`src/logic/acc_pkg.sv`:
```
// Purpose: shared constants and types of the air compressor engage controller
// Assumes: 25 MHz system clock, sensor values already scaled to psi, F and rpm
// Notes: stored settings are four BCD digits so they can be edited digit by digit
package acc_pkg;

  // ****************************************
  // timing
  // ****************************************
  localparam int unsigned CLK_KHZ = 25000;
  localparam int unsigned HOLD_ON_MS = 2000;
  localparam int unsigned HOLD_PROG_MS = 3000;
  localparam int unsigned IDLE_TIMEOUT_MS = 3000;
  localparam int unsigned FLASH_MS = 500;
  localparam int unsigned HOLD_ON_CYC = HOLD_ON_MS * CLK_KHZ;
  localparam int unsigned HOLD_PROG_CYC = HOLD_PROG_MS * CLK_KHZ;
  localparam int unsigned IDLE_TIMEOUT_CYC = IDLE_TIMEOUT_MS * CLK_KHZ;
  localparam int unsigned FLASH_CYC = FLASH_MS * CLK_KHZ;

  // ****************************************
  // fixed limits and settings
  // ****************************************
  localparam logic [13:0] PERMIT_PRESS_PSI = 14'h000a;
  localparam logic [13:0] PERMIT_TEMP_F = 14'h00d4;
  localparam logic [15:0] ENTRY_START = 16'h0100;
  localparam logic [2:0] SLOT_PRESS_UNITS = 3'h0;
  localparam logic [2:0] SLOT_TEMP_UNITS = 3'h1;
  localparam logic [2:0] SLOT_MAX_ENGAGE = 3'h2;
  localparam logic [2:0] SLOT_WARN_SPEED = 3'h3;
  localparam logic [2:0] SLOT_TRIP_SPEED = 3'h4;
  localparam logic [2:0] SLOT_WARN_TEMP = 3'h5;
  localparam logic [2:0] SLOT_TRIP_TEMP = 3'h6;
  localparam logic [2:0] SLOT_AUTO_ON = 3'h7;
  localparam logic [11:0] CODE_PRESS_UNITS = 12'h310;
  localparam logic [11:0] CODE_TEMP_UNITS = 12'h311;
  localparam logic [11:0] CODE_MAX_ENGAGE = 12'h313;
  localparam logic [11:0] CODE_WARN_SPEED = 12'h314;
  localparam logic [11:0] CODE_TRIP_SPEED = 12'h315;
  localparam logic [11:0] CODE_WARN_TEMP = 12'h316;
  localparam logic [11:0] CODE_TRIP_TEMP = 12'h317;
  localparam logic [11:0] CODE_AUTO_ON = 12'h321;
  localparam logic [15:0] DEF_OPTION = 16'h0000;
  localparam logic [15:0] DEF_MAX_ENGAGE = 16'h0900;
  localparam logic [15:0] DEF_WARN_SPEED = 16'h1550;
  localparam logic [15:0] DEF_TRIP_SPEED = 16'h1850;
  localparam logic [15:0] DEF_WARN_TEMP = 16'h0212;
  localparam logic [15:0] DEF_TRIP_TEMP = 16'h0240;
  localparam logic [3:0] UNITS_CHOICES = 4'h3;
  localparam logic [3:0] BINARY_CHOICES = 4'h2;

  // ****************************************
  // types
  // ****************************************
  typedef enum logic [1:0] {
    VIEW_SPEED = 2'h0, VIEW_AIRFLOW = 2'h1, VIEW_HOURS = 2'h2
  } acc_view_t;

  typedef enum logic [2:0] {
    MSG_NONE = 3'h0, MSG_HIGH_SPEED = 3'h1, MSG_OVERSPEED = 3'h2,
    MSG_COMPRESSOR_HOT_TEXT = 3'h3, MSG_SHUT_COMPRESSOR_HOT_TEXT = 3'h4, MSG_SHUT_TRANS_HOT = 3'h5,
    MSG_SHUT_LOW_FOAM = 3'h6
  } acc_msg_t;

  typedef enum logic [3:0] {
    FAULT_NONE = 4'h0, FAULT_NO_SPEED = 4'h3, FAULT_NO_PRESSURE_SENSOR = 4'h5,
    FAULT_NO_TEMP_SENSOR = 4'ha
  } acc_fault_t;

  typedef enum logic [2:0] {
    PROG_OFF = 3'h0, PROG_DASHES = 3'h1, PROG_DIG1 = 3'h2, PROG_DIG2 = 3'h3,
    PROG_DIG3 = 3'h4, PROG_SHOW = 3'h5, PROG_ERROR = 3'h6
  } acc_prog_t;

  typedef struct packed {
    logic [13:0] speed;
    logic [13:0] pressure;
    logic [13:0] temp;
    logic speed_ok;
    logic pressure_ok;
    logic temp_ok;
    logic low_foam;
    logic trans_hot;
  } acc_sense_t;

  typedef struct packed {
    acc_view_t view;
    acc_msg_t msg;
    logic alt_value;
    acc_fault_t fault;
    acc_prog_t prog;
    logic [15:0] digits;
    logic [1:0] sel;
  } acc_disp_t;

endpackage
```
`src/logic/acc_button.sv`:
```
// Purpose: press edge, short release and hold detection for one button level
// Assumes: level is synchronous and already debounced
// Notes: hold fires once per press, after HOLD_CYC cycles of continuous level
`timescale 1ns/1ns
module acc_button #(
  parameter int unsigned HOLD_CYC = 2
) (
  // clock and reset
  input wire logic clk,
  input wire logic reset_n,
  // button
  input wire logic level,
  // events
  output logic press,
  output logic short_rel,
  output logic hold
);
  localparam int W = $clog2(HOLD_CYC + 1);

  logic prev;
  logic [W-1:0] cnt;

  always_ff @(posedge clk or negedge reset_n) begin
    if (!reset_n) begin
      prev <= 1'b0;
    end else begin
      prev <= level;
    end
  end

  // saturates so a long hold cannot fire twice
  always_ff @(posedge clk or negedge reset_n) begin
    if (!reset_n) begin
      cnt <= '0;
    end else if (!level) begin
      cnt <= '0;
    end else if (cnt != W'(HOLD_CYC)) begin
      cnt <= cnt + 1'b1;
    end
  end

  assign press = level & ~prev;
  assign hold = level && (cnt == W'(HOLD_CYC - 1));
  assign short_rel = prev & ~level & (cnt != W'(HOLD_CYC));
endmodule

```
`src/logic/acc_engage_ctrl.sv`:
```
// Purpose: compressor clutch supervisor with warnings and parameter programming
// Assumes: buttons and sensor flags are synchronous to clk
// Notes: settings live in a small BCD array, editable through two buttons
// Operation
// RL1 - power button ignored unless interlock is asserted
// RL2 - two second power hold toggles engagement on or off
// RL3 - mode press cycles speed, airflow, hours views; speed is default
// RL4 - with interlock, auto engage once start permits are met
// RL5 - engage only with pressure below 10 psi, oil below 212 F
// RL6 - engaged indicator only while clutch driven and conditions met
// RL7 - disengage when speed exceeds code 315 setting
// RL8 - disengage above 240 F, flash shutdown with compressor hot
// RL9 - low foam or transmission hot disengages and flashes cause
// RL10 - distinct fault codes for missing speed, pressure, temperature sensors
// RL11 - speed within 314..315 settings flashes high speed warning
// RL12 - speed above 315 setting flashes overspeed message
// RL13 - oil between warning and shutdown temps flashes compressor hot
// RL14 - oil above shutdown temperature flashes shutdown with compressor hot
// RL15 - mode hold 3 s enters entry; both held 3 s exits
// RL16 - three seconds idle leaves programming, except while value shown
// RL17 - power press at dashes shows 100, power increments first digit
// RL18 - mode moves to and increments second digit, power third
// RL19 - valid code shows stored value, invalid shows error
// RL20 - when shown, mode selects next digit, power changes it
// RL21 - speed defaults 313=900, 314=1550, 315=1850
// RL22 - units 310, 311, temps 316=212, 317=240, auto start 321
`timescale 1ns/1ns
module acc_engage_ctrl #(
  parameter int unsigned HOLD_ON_CYC = acc_pkg::HOLD_ON_CYC,
  parameter int unsigned HOLD_PROG_CYC = acc_pkg::HOLD_PROG_CYC,
  parameter int unsigned IDLE_TIMEOUT_CYC = acc_pkg::IDLE_TIMEOUT_CYC,
  parameter int unsigned FLASH_CYC = acc_pkg::FLASH_CYC
) (
  // clock and reset
  input wire logic clk,
  input wire logic reset_n,
  // operator buttons
  input wire logic power_btn,
  input wire logic mode_btn,
  // plant
  input wire logic interlock,
  input wire acc_pkg::acc_sense_t sense,
  output logic clutch_drive,
  output logic engaged_led,
  // display
  output acc_pkg::acc_disp_t disp
);

  // ****************************************
  // helpers
  // ****************************************
  function automatic logic [13:0] bcd2bin(input logic [15:0] b);
    bcd2bin = {10'h000, b[15:12]} * 14'h03e8 + {10'h000, b[11:8]} * 14'h0064
            + {10'h000, b[7:4]} * 14'h000a + {10'h000, b[3:0]};
  endfunction

  function automatic logic [15:0] dig_inc(input logic [15:0] v, input logic [1:0] sel);
    logic [3:0] d;
    d = v[sel*4 +: 4];
    dig_inc = v;
    dig_inc[sel*4 +: 4] = (d == 4'h9) ? 4'h0 : d + 4'h1;
  endfunction

  // returns {valid, slot}
  function automatic logic [3:0] code_slot(input logic [11:0] c);
    case (c)
      acc_pkg::CODE_PRESS_UNITS: code_slot = {1'b1, acc_pkg::SLOT_PRESS_UNITS};
      acc_pkg::CODE_TEMP_UNITS: code_slot = {1'b1, acc_pkg::SLOT_TEMP_UNITS};
      acc_pkg::CODE_MAX_ENGAGE: code_slot = {1'b1, acc_pkg::SLOT_MAX_ENGAGE};
      acc_pkg::CODE_WARN_SPEED: code_slot = {1'b1, acc_pkg::SLOT_WARN_SPEED};
      acc_pkg::CODE_TRIP_SPEED: code_slot = {1'b1, acc_pkg::SLOT_TRIP_SPEED};
      acc_pkg::CODE_WARN_TEMP: code_slot = {1'b1, acc_pkg::SLOT_WARN_TEMP};
      acc_pkg::CODE_TRIP_TEMP: code_slot = {1'b1, acc_pkg::SLOT_TRIP_TEMP};
      acc_pkg::CODE_AUTO_ON: code_slot = {1'b1, acc_pkg::SLOT_AUTO_ON};
      default: code_slot = 4'h0;
    endcase
  endfunction

  function automatic logic [15:0] slot_default(input logic [2:0] s);
    case (s)
      acc_pkg::SLOT_MAX_ENGAGE: slot_default = acc_pkg::DEF_MAX_ENGAGE;
      acc_pkg::SLOT_WARN_SPEED: slot_default = acc_pkg::DEF_WARN_SPEED;
      acc_pkg::SLOT_TRIP_SPEED: slot_default = acc_pkg::DEF_TRIP_SPEED;
      acc_pkg::SLOT_WARN_TEMP: slot_default = acc_pkg::DEF_WARN_TEMP;
      acc_pkg::SLOT_TRIP_TEMP: slot_default = acc_pkg::DEF_TRIP_TEMP;
      default: slot_default = acc_pkg::DEF_OPTION;
    endcase
  endfunction

  // number of choices for option slots, zero for numeric ones
  function automatic logic [3:0] slot_choices(input logic [2:0] s);
    case (s)
      acc_pkg::SLOT_PRESS_UNITS: slot_choices = acc_pkg::UNITS_CHOICES;
      acc_pkg::SLOT_TEMP_UNITS, acc_pkg::SLOT_AUTO_ON: slot_choices = acc_pkg::BINARY_CHOICES;
      default: slot_choices = 4'h0;
    endcase
  endfunction

  // ****************************************
  // buttons
  // ****************************************
  logic p_press, p_hold, m_press, m_short, m_hold, both_hold;

  acc_button #(.HOLD_CYC(HOLD_ON_CYC)) u_power (
    .clk(clk), .reset_n(reset_n), .level(power_btn),
    .press(p_press), .short_rel(), .hold(p_hold)
  );
  acc_button #(.HOLD_CYC(HOLD_PROG_CYC)) u_mode (
    .clk(clk), .reset_n(reset_n), .level(mode_btn),
    .press(m_press), .short_rel(m_short), .hold(m_hold)
  );
  acc_button #(.HOLD_CYC(HOLD_PROG_CYC)) u_both (
    .clk(clk), .reset_n(reset_n), .level(power_btn & mode_btn),
    .press(), .short_rel(), .hold(both_hold)
  );

  // ****************************************
  // settings
  // ****************************************
  logic [15:0] params [0:7];
  acc_pkg::acc_prog_t prog;
  logic [15:0] digits;
  logic [1:0] sel;
  logic [2:0] slot;
  logic [3:0] hit;
  logic [3:0] choices;
  logic [3:0] next_opt;

  assign choices = slot_choices(slot);
  assign next_opt = (params[slot][3:0] + 4'h1 >= choices) ? 4'h0 : params[slot][3:0] + 4'h1;

  always_ff @(posedge clk or negedge reset_n) begin
    if (!reset_n) begin
      for (int i = 0; i < 8; i++) begin
        params[i] <= slot_default(3'(i)); // [RL21] [RL22]
      end
    end else if (prog == acc_pkg::PROG_SHOW && p_press && !both_hold) begin
      if (choices != 4'h0) begin
        params[slot] <= {12'h000, next_opt}; // [RL20]
      end else begin
        params[slot] <= dig_inc(params[slot], sel); // [RL20]
      end
    end
  end

  logic [13:0] max_eng, warn_spd, trip_spd, warn_tmp, trip_tmp;
  logic auto_on;
  assign max_eng = bcd2bin(params[acc_pkg::SLOT_MAX_ENGAGE]);
  assign warn_spd = bcd2bin(params[acc_pkg::SLOT_WARN_SPEED]);
  assign trip_spd = bcd2bin(params[acc_pkg::SLOT_TRIP_SPEED]);
  assign warn_tmp = bcd2bin(params[acc_pkg::SLOT_WARN_TEMP]);
  assign trip_tmp = bcd2bin(params[acc_pkg::SLOT_TRIP_TEMP]);
  assign auto_on = params[acc_pkg::SLOT_AUTO_ON][0];

  // ****************************************
  // programming sequence
  // ****************************************
  localparam int TW = $clog2(IDLE_TIMEOUT_CYC + 1);
  logic [TW-1:0] idle_cnt;
  logic timed, timeout;

  // a shown value waits for the operator indefinitely
  assign timed = prog != acc_pkg::PROG_OFF && prog != acc_pkg::PROG_SHOW; // [RL16]
  assign timeout = timed && idle_cnt == TW'(IDLE_TIMEOUT_CYC - 1);
  assign hit = code_slot(digits[11:0]);

  always_ff @(posedge clk or negedge reset_n) begin
    if (!reset_n) begin
      idle_cnt <= '0;
    end else if (!timed || power_btn || mode_btn) begin
      idle_cnt <= '0;
    end else begin
      idle_cnt <= idle_cnt + 1'b1;
    end
  end

  always_ff @(posedge clk or negedge reset_n) begin
    if (!reset_n) begin
      prog <= acc_pkg::PROG_OFF;
      digits <= '0;
      sel <= '0;
      slot <= '0;
    end else if (prog != acc_pkg::PROG_OFF && (both_hold || timeout)) begin
      prog <= acc_pkg::PROG_OFF; // [RL15] [RL16]
    end else begin
      case (prog)
        acc_pkg::PROG_OFF: begin
          if (m_hold) prog <= acc_pkg::PROG_DASHES; // [RL15]
        end
        acc_pkg::PROG_DASHES: begin
          if (p_press) begin
            prog <= acc_pkg::PROG_DIG1; // [RL17]
            digits <= acc_pkg::ENTRY_START;
            sel <= 2'h2;
          end
        end
        acc_pkg::PROG_DIG1: begin
          if (p_press) begin
            digits <= dig_inc(digits, sel); // [RL17]
          end else if (m_press) begin
            prog <= acc_pkg::PROG_DIG2; // [RL18]
            sel <= 2'h1;
          end
        end
        acc_pkg::PROG_DIG2: begin
          if (m_press) begin
            digits <= dig_inc(digits, sel); // [RL18]
          end else if (p_press) begin
            prog <= acc_pkg::PROG_DIG3; // [RL18]
            sel <= 2'h0;
          end
        end
        acc_pkg::PROG_DIG3: begin
          if (p_press) begin
            digits <= dig_inc(digits, sel); // [RL18]
          end else if (m_press) begin
            // mode after the third digit commits the code
            prog <= hit[3] ? acc_pkg::PROG_SHOW : acc_pkg::PROG_ERROR; // [RL19]
            slot <= hit[2:0];
            sel <= 2'h0;
          end
        end
        acc_pkg::PROG_SHOW: begin
          if (m_press) sel <= sel - 2'h1; // [RL20]
        end
        default: ;
      endcase
    end
  end

  // ****************************************
  // engagement
  // ****************************************
  logic permit, speed_over, temp_trip, trip, auto_armed, next_engaged;

  assign permit = sense.pressure_ok && sense.temp_ok && sense.speed_ok
                  && sense.pressure < acc_pkg::PERMIT_PRESS_PSI
                  && sense.temp < acc_pkg::PERMIT_TEMP_F
                  && sense.speed <= max_eng; // [RL5]
  assign speed_over = sense.speed_ok && sense.speed > trip_spd;
  assign temp_trip = sense.temp_ok && sense.temp > trip_tmp;
  assign trip = speed_over || temp_trip || sense.low_foam || sense.trans_hot || !interlock;

  always_comb begin
    next_engaged = clutch_drive;
    if (trip) begin
      next_engaged = 1'b0; // [RL7] [RL8] [RL9]
    end else if (p_hold && interlock && prog == acc_pkg::PROG_OFF) begin
      next_engaged = !clutch_drive && permit; // [RL1] [RL2] [RL5]
    end else if (interlock && auto_on && auto_armed && permit) begin
      next_engaged = 1'b1; // [RL4]
    end
  end

  // auto start fires once per interlock assertion so a manual stop sticks
  always_ff @(posedge clk or negedge reset_n) begin
    if (!reset_n) begin
      auto_armed <= 1'b1;
    end else if (!interlock) begin
      auto_armed <= 1'b1;
    end else if (next_engaged && !clutch_drive) begin
      auto_armed <= 1'b0;
    end
  end

  always_ff @(posedge clk or negedge reset_n) begin
    if (!reset_n) begin
      clutch_drive <= 1'b0;
      engaged_led <= 1'b0;
    end else begin
      clutch_drive <= next_engaged;
      engaged_led <= next_engaged && !trip; // [RL6]
    end
  end

  // ****************************************
  // display
  // ****************************************
  localparam int FW = $clog2(FLASH_CYC + 1);
  logic [FW-1:0] flash_cnt;
  logic flash_phase;

  always_ff @(posedge clk or negedge reset_n) begin
    if (!reset_n) begin
      flash_cnt <= '0;
      flash_phase <= 1'b0;
    end else if (flash_cnt == FW'(FLASH_CYC - 1)) begin
      flash_cnt <= '0;
      flash_phase <= ~flash_phase;
    end else begin
      flash_cnt <= flash_cnt + 1'b1;
    end
  end

  // one writer for the whole display word, fields may not be split across processes
  always_ff @(posedge clk or negedge reset_n) begin
    if (!reset_n) begin
      disp.view <= acc_pkg::VIEW_SPEED; // [RL3]
      disp.msg <= acc_pkg::MSG_NONE;
      disp.fault <= acc_pkg::FAULT_NONE;
      disp.alt_value <= 1'b0;
      disp.prog <= acc_pkg::PROG_OFF;
      disp.digits <= '0;
      disp.sel <= '0;
    end else begin
      if (prog == acc_pkg::PROG_OFF && m_short) begin
        case (disp.view)
          acc_pkg::VIEW_SPEED: disp.view <= acc_pkg::VIEW_AIRFLOW; // [RL3]
          acc_pkg::VIEW_AIRFLOW: disp.view <= acc_pkg::VIEW_HOURS;
          default: disp.view <= acc_pkg::VIEW_SPEED;
        endcase
      end
      if (temp_trip) disp.msg <= acc_pkg::MSG_SHUT_COMPRESSOR_HOT_TEXT; // [RL8] [RL14]
      else if (sense.trans_hot) disp.msg <= acc_pkg::MSG_SHUT_TRANS_HOT; // [RL9]
      else if (sense.low_foam) disp.msg <= acc_pkg::MSG_SHUT_LOW_FOAM; // [RL9]
      else if (speed_over) disp.msg <= acc_pkg::MSG_OVERSPEED; // [RL12]
      else if (sense.speed_ok && sense.speed >= warn_spd) begin
        disp.msg <= acc_pkg::MSG_HIGH_SPEED; // [RL11]
      end else if (sense.temp_ok && sense.temp > warn_tmp) begin
        disp.msg <= acc_pkg::MSG_COMPRESSOR_HOT_TEXT; // [RL13]
      end else disp.msg <= acc_pkg::MSG_NONE;
      if (!sense.speed_ok) disp.fault <= acc_pkg::FAULT_NO_SPEED; // [RL10]
      else if (!sense.pressure_ok) disp.fault <= acc_pkg::FAULT_NO_PRESSURE_SENSOR; // [RL10]
      else if (!sense.temp_ok) disp.fault <= acc_pkg::FAULT_NO_TEMP_SENSOR; // [RL10]
      else disp.fault <= acc_pkg::FAULT_NONE;
      disp.alt_value <= flash_phase;
      disp.prog <= prog;
      disp.digits <= (prog == acc_pkg::PROG_SHOW) ? params[slot] : digits; // [RL19]
      disp.sel <= sel;
    end
  end
endmodule

```
`config.mk`:
```
export PLATFORM = sky130hd
export DESIGN_NAME = acc_engage_ctrl
export DESIGN_NICKNAME = d
export VERILOG_FILES = /design/src/logic/acc_pkg.sv /design/src/logic/acc_button.sv /design/src/logic/acc_engage_ctrl.sv
export SDC_FILE = /design/constraint.sdc
export NUM_CORES = 1
export LEC_CHECK = 0
export BUFFER_PORTS_ARGS = -buffer_cell sky130_fd_sc_hd__buf_2
export CAP_MARGIN = 0
export CORE_MARGIN = 8
export CORE_UTILIZATION = 25
export DETAILED_ROUTE_END_ITERATION = 8
export GPL_TIMING_DRIVEN = 0
export SYNTH_ARGS = -nofsm -noshare
export SYNTH_HDL_FRONTEND = slang
export SYNTH_SLANG_ARGS = --single-unit
```
`constraint.sdc`:
```
create_clock -name clk -period 9.7 [get_ports clk]
set_input_delay 0.485 -clock clk [delete_from_list [all_inputs] [get_ports clk]]
set_output_delay 0.485 -clock clk [all_outputs]
set_load 0.01 [all_outputs]
```
==> flow_summary.json, run 1 <==
{
  "coreArea_mm2": 0.0996,
  "report.final.setup_viol": 0,
  "track_usage_pct": 11.5,
  "cts_root_buffer": "clkbuf_16",
  "grt_antenna_before_repair": 3,
  "drc": 0,
  "netlist_area_mm2": 0.0250,
  "rows": 116,
  "initial_core_util_pct": 25.1,
  "hold_depth": 1,
  "p_per_area_mw_per_mm2": 159,
  "seq_area_frac_synth_pct": 32.0,
  "fin_crit_ns": 6.47,
  "htree_num_levels": 2,
  "tightest_slew_ns": 1.08,
  "min-delay-start": "power_btn",
  "r2r_start": "params[93]",
  "cp_cell_sequence": "fa_1 -> inv_1 -> fa_1 -> inv_1 -> ha_1 -> nor2b_1 -> o21ai_0 -> and3_1 -> nor2_1 -> ha_1 -> ha_1 -> ha_1 -> or3_1 -> o211ai_1 -> o21ai_0 -> xnor2_1 -> ha_1 -> a22o_1 -> o41ai_1 -> nand2_1 -> o32a_1",
  "postLayoutCellArea_mm2": 0.0285,
  "drt-vias-per-instance": 4.66,
  "cts_max_path_buffers": 3,
  "netlist.top_cell.by_area": "dfrtp_1",
  "syn_inst": 2496,
  "grt_max_degree": 94,
  "clock_latency_ns": 0.57,
  "area_growth_pct": 13.9,
  "grt_setup_unrepaired": "no",
  "cts_made_buffers": 37,
  "postSynthAreaPerCell_um2": 10.0,
  "hpwl_um": 50000,
  "yosysMostFrequentCell": "ha_1",
  "hold_viol": 0,
  "holdWs_ns": 0.101,
  "cp_top_family": "adder cells",
  "critical_path_class": "reg2reg",
  "r2r-end": "auto_armed",
  "crit_required_ns": 10.19,
  "power_mw": 4.52,
  "cts_setup_buffers": 0,
  "dp_cells": 3880,
  "synth_edf_count": 0,
  "peakVddDrop_mv": 0.103,
  "ys_types": 78,
  "fin_cells": 3951,
  "wl_um": 64400,
  "path_clk_slew_ns": 0.06,
  "yosysTopAreaCellShare_pct": 30.2,
  "antenna_left": 0,
  "numPortBuffers": 83,
  "fin_skew_ns": 0.0219,
  "crit_path_max_fanout": 7,
  "first_pass_iters": 4,
  "die_area_mm2": 0.110,
  "hp-class": "in2reg",
  "end_kind": "register",
  "ioPinCount": 85,
  "grt_pass1_wl_um": 104000,
  "ys_top_cells_by_count": "ha_1, dfrtp_1, inv_1",
  "die_h_um": 332,
  "maxCapViolCount": 0,
  "slew_headroom_pct": 27.7,
  "synth_area_leaders": "dfrtp_1, ha_1, fa_1, inv_1, xnor2_1",
  "nets": 3103,
  "leakage_nw": 13.5,
  "postCtsResizedCells": 0,
  "max_stage_delay_ns": 0.74,
  "worst_path_max_delay_cell": "o41ai_1",
  "postCtsHoldBufs": 1,
  "synth_ff_type": "dfrtp_1",
  "status": "finished clean",
  "timing.fmax_mhz": 155,
  "slew_violations": 0,
  "hold-path-endpoint": "u_power.prev",
  "crit_path_frequent_cell": "ha_1",
  "place_area_mm2": 0.0271,
  "synth-seq-cells": 319,
  "async_reset_ff_share_pct": 100,
  "wl_per_cell_um": 16.3,
  "gr-total-overflow": 0,
  "cts_tree": "built",
  "min_period_over_period_pct": 66.7,
  "gp_congestion": 0.869,
  "rrSetupSlack_ns": 3.23,
  "startpoint_type": "register",
  "die_w_um": 332,
  "synth_nets": 2977,
  "reg2reg_depth": 21,
  "routed-via-count": 18399,
  "fin_tns_setup_ns": 0,
  "cp_num_buf_inv": 2,
  "drtIter0Drc": 916,
  "cts_sinks": 319,
  "grt_pass1_vias": 18581,
  "drive_above_1_share_pct": 10.8,
  "cp_data_arrival_time_ns": 6.95,
  "yosys_warnings": 0
}
-- power by group --
part	internal [mW]	switching, mW	leakage [nW]
logic	0.704	0.877	8.74
clock network	0.924	0.615	0.646
registers	1.36	0.0413	4.07
-- routing by layer --
| metal | track usage [%] | wire (um) | vias to the layer above |
|---|---|---|---|
| met5 | 0 | 27 | - |
| met4 | 3.73 | 1930 | 4 |
| met3 | 2.09 | 2950 | 107 |
| met2 | 19.0 | 30000 | 368 |
| met1 | 15.2 | 29500 | 8964 |
| li1 | - | - | 8956 |
-- layout make-up --
type | instances | area (um2)
multi-input combinational | 1859 | 15700
antenna | 2 | 5.00
clock buffer | 51 | 1040
buffer | 67 | 394
timing repair buffer | 87 | 518
clock inverter | 17 | 299
tap | 1298 | 1620
inverter | 251 | 942
fill | 10426 | 71100
sequential | 319 | 8000
-- worst register-to-register path, delay by kind of cell (launching register included) --
family / cells / cell delay (ns)
flops: 1 / 0.51
compound gates: 6 / 1.93
simple gates: 5 / 0.80
fa+ha+maj: 7 / 2.68
buf+inv: 2 / 0.13
xor+xnor: 1 / 0.34
-- metrics by stage --
step                      setup WS (ns)  utilization [%]
after floorplan                    4.23                -
after global routing               2.85             28.6
final                              3.23             28.6
after detailed placement           3.23             27.2
after global placement             1.64             27.2
after CTS                          3.22             28.6
-- registers in the layout, indices dropped and copies added, names as in the netlist --
| register | count |
|---|---|
| u_mode.prev | 1 |
| prog | 3 |
| u_both.cnt | 27 |
| auto_armed | 1 |
| flash_phase | 1 |
| flash_cnt | 24 |
| u_mode.cnt | 27 |
| u_power.prev | 1 |
| auto_on | 1 |
| u_power.cnt | 26 |
| sel | 2 |
| digits | 16 |
| disp | 31 |
| clutch_drive | 1 |
| params | 127 |
| slot | 3 |
| idle_cnt | 27 |
-- cell families after synthesis --
group                      synth area share [%]
DFF                                        32.0
xor gates and xnor gates                   6.94
buffers and inverters                      5.35
AOI/OAI and AO/OA                          10.8
adders and majority gates                  24.0
and+or+nand+nor                            15.1
muxes                                      5.67
-- worst max path at each step --
stage | startpoint | endpoint | slack [ns] | cells after the start
3_5_place_dp | params[93] | auto_armed | 3.23 | 21
6_report | params[93] | auto_armed | 3.23 | 21
5_1_grt | params[94] | auto_armed | 2.85 | 21
4_1_cts | params[93] | auto_armed | 3.22 | 21
2_1_floorplan | params[62] | auto_armed | 4.23 | 20
3_3_place_gp | reset_n | disp[23] | 1.64 | 1
-- cells in the final DEF (no fill, tap or decap), types with 8 or more instances in the layout --
| cell | n |
|---|---|
| ha_1 | 344 |
| dfrtp_1 | 302 |
| inv_1 | 250 |
| nor2_1 | 183 |
| nand2_1 | 144 |
| a21oi_1 | 127 |
| xnor2_1 | 104 |
| buf_2 | 96 |
| xor2_1 | 94 |
| fa_1 | 85 |
| o21ai_0 | 80 |
| nand3_1 | 72 |
| nor2b_1 | 58 |
| and2_1 | 56 |
| a21o_1 | 46 |
| mux2i_1 | 41 |
| nand4_1 | 40 |
| clkbuf_1 | 38 |
| nor3_1 | 37 |
| clkbuf_16 | 37 |
| mux4_2 | 35 |
| and3_1 | 24 |
| o21a_1 | 21 |
| or3_1 | 21 |
| nor4_1 | 21 |
| o21ai_1 | 21 |
| a41oi_2 | 20 |
| o22ai_1 | 17 |
| dfstp_2 | 17 |
| nand2b_1 | 15 |
| and4_1 | 14 |
| or2_2 | 12 |
| nor4b_1 | 11 |
| o41ai_1 | 9 |
| buf_6 | 9 |
| a21boi_0 | 8 |
| buf_4 | 8 |
(Power assumes the default switching activity.)
==> run 2, diff against run 1 <==
==> constraint.sdc (replaced) <==
create_clock -name clk -period 6.15 [get_ports clk]
set_input_delay 0.3075 -clock clk [delete_from_list [all_inputs] [get_ports clk]]
set_output_delay 0.3075 -clock clk [all_outputs]
set_load 0.01 [all_outputs]
==> run 2 against run 1 <==
Net effect: power rose by 59%; final cell count up 0.48%; cell area rose by 1.0%; non-clock buffer count up 20; critical endpoint unchanged; largest cell class unchanged.
==> flow_summary.json, run 2 (same netlist as run 1, synthesis figures left out) <==
{
  "cts_root_buffer": "clkbuf_16",
  "routed-via-count": 18465,
  "wl_per_cell_um": 16.3,
  "htree_num_levels": 2,
  "die_area_mm2": 0.110,
  "antenna_left": 0,
  "grt_pass1_vias": 18639,
  "first_pass_iters": 5,
  "largest_reg_flops": 127,
  "path_clk_slew_ns": 0.06,
  "crit_path_frequent_cell": "ha_1",
  "end_kind": "register",
  "nets": 3123,
  "drive_above_1_share_pct": 12.5,
  "finalWorstSetupSlack_ns": 0.296,
  "max_stage_delay_ns": 0.60,
  "peakVddDrop_mv": 0.162,
  "leakage_nw": 13.6,
  "p_per_area_mw_per_mm2": 250,
  "ioPinCount": 85,
  "cp_data_arrival_time_ns": 6.34,
  "pre_cts_slack_ns": -0.318,
  "dr_wl_met3_um": 2950,
  "startpoint_type": "register",
  "tightest_slew_ns": 1.06,
  "cts_made_buffers": 37,
  "area_growth_pct": 15.1,
  "regMostFlops": "params",
  "wl_met1_um": 29600,
  "grt_pass1_wl_um": 104000,
  "slew_headroom_pct": 29.2,
  "rows": 116,
  "grt_max_degree": 94,
  "gr-total-overflow": 0,
  "most-common-layout-cells": "ha_1, dfrtp_1, inv_1, nor2_1, nand2_1",
  "coreArea_mm2": 0.0996,
  "p_sw_mw": 2.45,
  "p_int_mw": 4.74,
  "track_usage_pct": 11.6,
  "met2_length_um": 30000,
  "p_clk_share_pct": 33.7,
  "gp_congestion": 0.869,
  "min_period_over_period_pct": 95.2,
  "rrSetupSlack_ns": 0.30,
  "slew_violations": 0,
  "swShare_pct": 34.1,
  "wl_um": 64600,
  "pwr-share-seq_pct": 30.7,
  "top_regs": "params (127), disp (31)",
  "drt-vias-per-instance": 4.65,
  "worst_path_max_delay_cell": "fa_2",
  "cts_tree": "built",
  "die_w_um": 332,
  "cp_num_buf_inv": 2,
  "critical_path_class": "reg2reg",
  "die_h_um": 332,
  "hold_viol": 0,
  "fin_skew_ns": 0.0212,
  "place_area_mm2": 0.0271,
  "timing.fmax_mhz": 171,
  "top_layer": "met5",
  "cp_cell_sequence": "fa_2 -> inv_1 -> fa_1 -> inv_1 -> ha_1 -> a21o_1 -> a21oi_2 -> xor2_1 -> ha_1 -> ha_1 -> ha_1 -> or4_1 -> o311a_1 -> o311a_1 -> ha_1 -> nand4_1 -> o41ai_2 -> nand2b_1 -> o41a_1 -> o32a_1",
  "nFillCells": 10414,
  "crit_required_ns": 6.64,
  "final_common_cell": "ha_1",
  "report.final.setup_viol": 0,
  "hpwl_um": 50000,
  "cp_top_family": "adder cells",
  "grt_antenna_before_repair": 2,
  "grt_setup_unrepaired": "no",
  "hp-class": "in2reg",
  "comb_power_share_pct": 35.6,
  "crit_path_max_fanout": 7,
  "initial_core_util_pct": 25.1,
  "drtIter0Drc": 1039,
  "power_mw": 7.19,
  "cts_sinks": 319,
  "status": "finished clean",
  "cts_max_path_buffers": 3,
  "drc": 0,
  "numPortBuffers": 83,
  "postLayoutCellArea_mm2": 0.0288,
  "clock_latency_ns": 0.57,
  "fin_crit_ns": 5.85,
  "maxCapViolCount": 0
}
[run 2: cell types whose count changed in the layout (fill, tap and decap cells not counted), sizes merged]
cell         delta
diode           -1
buf            +15
dlygate4sd3     +5
[run 2: area by class of cell]
class	instances	area [um2]	area share (%)
multi-input combinational	1859	15800	54.8
sequential	319	8020	27.9
tap	1298	1620	5.65
clock buffer	51	1040	3.61
inverter	251	942	3.27
timing repair buffer	107	681	2.37
buffer	67	394	1.37
clock inverter	17	299	1.04
antenna	1	2.50	0.00870
[run 2: worst register-to-register path, delay by kind of cell, from the launching register on]
kind / cells / cell delay [ns]
xor+xnor: 1 / 0.18
fa+ha+maj: 7 / 2.66
flops: 1 / 0.50
simple gates: 3 / 0.74
buf+inv: 2 / 0.14
compound gates: 7 / 1.56
[run 2: layer usage]
metal / vias up / track usage, %
li1: 8975 / -
met1: 9035 / 15.3
met2: 347 / 19.0
met3: 106 / 2.08
met4: 2 / 3.78
met5: - / 0
[run 2: repair_timing]
item | CTS | global route
setup endpoints to repair | 2 | 4
hold buffers | 6 | 0
gates resized for setup | 5 | 32
setup buffers | 0 | 15
endpoints found under the hold margin | 52 | 0
pin swaps | 0 | 8
[run 2: power by group through the flow]
stage / logic (mW) / registers (mW) / clock network [mW]
2_1_floorplan: 1.91 / 2.23 / 0
5_1_grt: 2.97 / 2.21 / 2.57
4_1_cts: 2.54 / 2.21 / 2.50
3_3_place_gp: 2.44 / 2.25 / 0
3_5_place_dp: 2.49 / 2.25 / 0
6_report: 2.56 / 2.21 / 2.42
[run 2: path summary, 6_finish.rpt]
check / startpoint / end / cells after the start
min in group asynchronous: reset_n / disp[1] / 2
worst min-delay path: sense[4] / disp[22] / 2
worst max register to register: params[62] / auto_armed / 20
max in group asynchronous: reset_n / params[78] / 4
worst max-delay path: params[62] / auto_armed / 20
worst min register to register: prog[0] / disp[18] / 0
[run 2: metrics by stage]
step	hold WS [ns]	utilization, %	setup TNS (ns)	instances
after floorplan	0.0119	-	0	2496
after global placement	0.391	27.2	-502.06	3877
after detailed placement	0.252	27.2	-0.520	3880
after CTS	0.00848	28.7	0	3954
after global routing	0.0548	28.9	0	3969
final	0.0367	28.9	0	3970
==> run 3, diff against run 2 <==
--- a/config.mk
+++ b/config.mk
@@ -9,6 +9,7 @@
 export CAP_MARGIN = 0
 export CORE_MARGIN = 8
 export CORE_UTILIZATION = 25
+export CTS_CLUSTER_SIZE = 12
 export DETAILED_ROUTE_END_ITERATION = 8
 export GPL_TIMING_DRIVEN = 0
 export SYNTH_ARGS = -nofsm -noshare
==> constraint.sdc (replaced) <==
create_clock -name clk -period 5.99 [get_ports clk]
set_input_delay 0.2995 -clock clk [delete_from_list [all_inputs] [get_ports clk]]
set_output_delay 0.2995 -clock clk [all_outputs]
set_load 0.01 [all_outputs]
==> run 3 against run 2 <==
Net effect: power is 2.4% higher; final cell count up 0.30%; non-clock buffer count up 12.
==> flow_summary.json, run 3 (same netlist as run 1, synthesis figures left out) <==
{
  "worst_path_max_delay_cell": "fa_2",
  "cp_data_arrival_time_ns": 6.23,
  "most-common-layout-cells": "ha_1, dfrtp_1, inv_1, nor2_1, nand2_1",
  "cts_max_path_buffers": 3,
  "fin_skew_ns": 0.0268,
  "finalWorstSetupSlack_ns": 0.234,
  "regMostFlops": "params",
  "slew_violations": 0,
  "path_clk_slew_ns": 0.06,
  "max_stage_delay_ns": 0.59,
  "timing.fmax_mhz": 174,
  "numPortBuffers": 83,
  "pre_cts_slack_ns": -0.478,
  "leakage_nw": 13.6,
  "end_kind": "register",
  "routed-via-count": 18515,
  "cts_root_buffer": "clkbuf_16",
  "coreArea_mm2": 0.0996,
  "wl_per_cell_um": 16.4,
  "drive_above_1_share_pct": 13.3,
  "gp_congestion": 0.869,
  "maxCapViolCount": 0,
  "track_usage_pct": 11.6,
  "area_growth_pct": 15.6,
  "grt_pass1_wl_um": 104000,
  "report.final.setup_viol": 0,
  "crit_path_max_fanout": 7,
  "min_period_over_period_pct": 96.1,
  "drc": 0,
  "peakVddDrop_mv": 0.173,
  "nFillCells": 10402,
  "rows": 116,
  "slew_headroom_pct": 24.3,
  "ioPinCount": 85,
  "die_w_um": 332,
  "final_common_cell": "ha_1",
  "cts_made_buffers": 37,
  "crit_path_frequent_cell": "ha_1",
  "register_area_mm2": 0.00802,
  "antenna_left": 0,
  "htree_num_levels": 2,
  "hpwl_um": 50000,
  "cp_cell_sequence": "fa_2 -> inv_1 -> fa_1 -> inv_1 -> ha_1 -> nor2b_1 -> o21ai_0 -> nand2b_1 -> xnor2_1 -> ha_1 -> ha_1 -> ha_4 -> nor2_1 -> nor2_1 -> o41ai_2 -> o31ai_1 -> xnor2_1 -> ha_1 -> nand3_1 -> nor3_2 -> a21boi_2 -> a21oi_2 -> nand2_1 -> o32a_1",
  "initial_core_util_pct": 25.1,
  "drt-vias-per-instance": 4.65,
  "grt_max_degree": 94,
  "grt_pass1_vias": 18717,
  "startpoint_type": "register",
  "crit_required_ns": 6.47,
  "die_h_um": 332,
  "gr-total-overflow": 0,
  "status": "finished clean",
  "fin_crit_ns": 5.76,
  "grt_antenna_before_repair": 2,
  "hold_viol": 0,
  "power_mw": 7.36,
  "die_area_mm2": 0.110,
  "first_pass_iters": 5,
  "multiInputGateArea_mm2": 0.0159,
  "cts_tree": "built",
  "drtIter0Drc": 947,
  "clock_latency_ns": 0.57,
  "wl_um": 65100,
  "largest_reg_flops": 127,
  "critical_path_class": "reg2reg",
  "cts_sinks": 319,
  "tightest_slew_ns": 1.14,
  "top_regs": "params (127), disp (31)",
  "hp-class": "in2reg",
  "p_per_area_mw_per_mm2": 255,
  "nets": 3135
}
## run 3: final timing paths
check                      slack (ns)  cells after the start    endpoint  startpoint
min in group asynchronous        0.22                      2     disp[1]     reset_n
min reg2reg                      0.41                      0    disp[18]     prog[0]
max                              0.23                     24  auto_armed  params[31]
max reg2reg                      0.23                     24  auto_armed  params[31]
min                              0.04                      2    disp[22]    sense[4]
max in group asynchronous        4.39                      4  params[78]     reset_n
## run 3: worst max-delay path: cells and delay by family, from the launching register on
family                     cells  cell delay [ns]
adders and majority gates      7             2.65
and+or+nand+nor                7             0.97
AOI/OAI and AO/OA              6             1.17
DFF                            1             0.50
buffers and inverters          2             0.13
xor gates and xnor gates       2             0.25
## run 3: metrics by stage
stage	hold WS (ns)	std cells	area, um2	setup TNS [ns]	utilization [%]
detailed placement	0.244	3880	27100	-1.16	27.2
CTS	0.00942	3960	28600	0	28.7
finish	0.0380	3982	28900	0	29.0
floorplan	0.00391	2496	25000	0	-
global placement	0.391	3877	27000	-548.60	27.2
global route	0.0540	3980	28900	-0.0298	29.0
## run 3: final cells by class
type / instances / share of cell area (%)
Multi-Input combinational cell: 1859 / 54.9
Sequential cell: 319 / 27.8
Tap cell: 1298 / 5.62
Clock buffer: 52 / 3.61
Inverter: 251 / 3.26
Timing Repair Buffer: 119 / 2.67
Buffer: 67 / 1.36
Clock inverter: 15 / 0.814
Antenna cell: 2 / 0.0173
## run 3: timing repair
| action | CTS | global route |
|---|---|---|
| gates resized for setup | 19 | 37 |
| endpoints found under the hold margin | 52 | 0 |
| hold buffers | 6 | 0 |
| buffers inserted | 7 | 20 |
| endpoints found under the setup margin | 5 | 4 |
| pin swaps | 4 | 14 |
## run 3: where the power goes
part / total, mW / internal (mW) / switching [mW]
logic: 2.71 / 1.21 / 1.50
clock network: 2.39 / 1.41 / 0.985
registers: 2.26 / 2.20 / 0.0628
## run 3: per-layer routing
layer,vias up,GRT usage [%],share of wire [%]
met2,362,19.2,47
met4,2,3.90,3.0
met3,95,2.13,4.6
met1,9050,15.2,45
met5,-,0,0.020
li1,9006,-,-
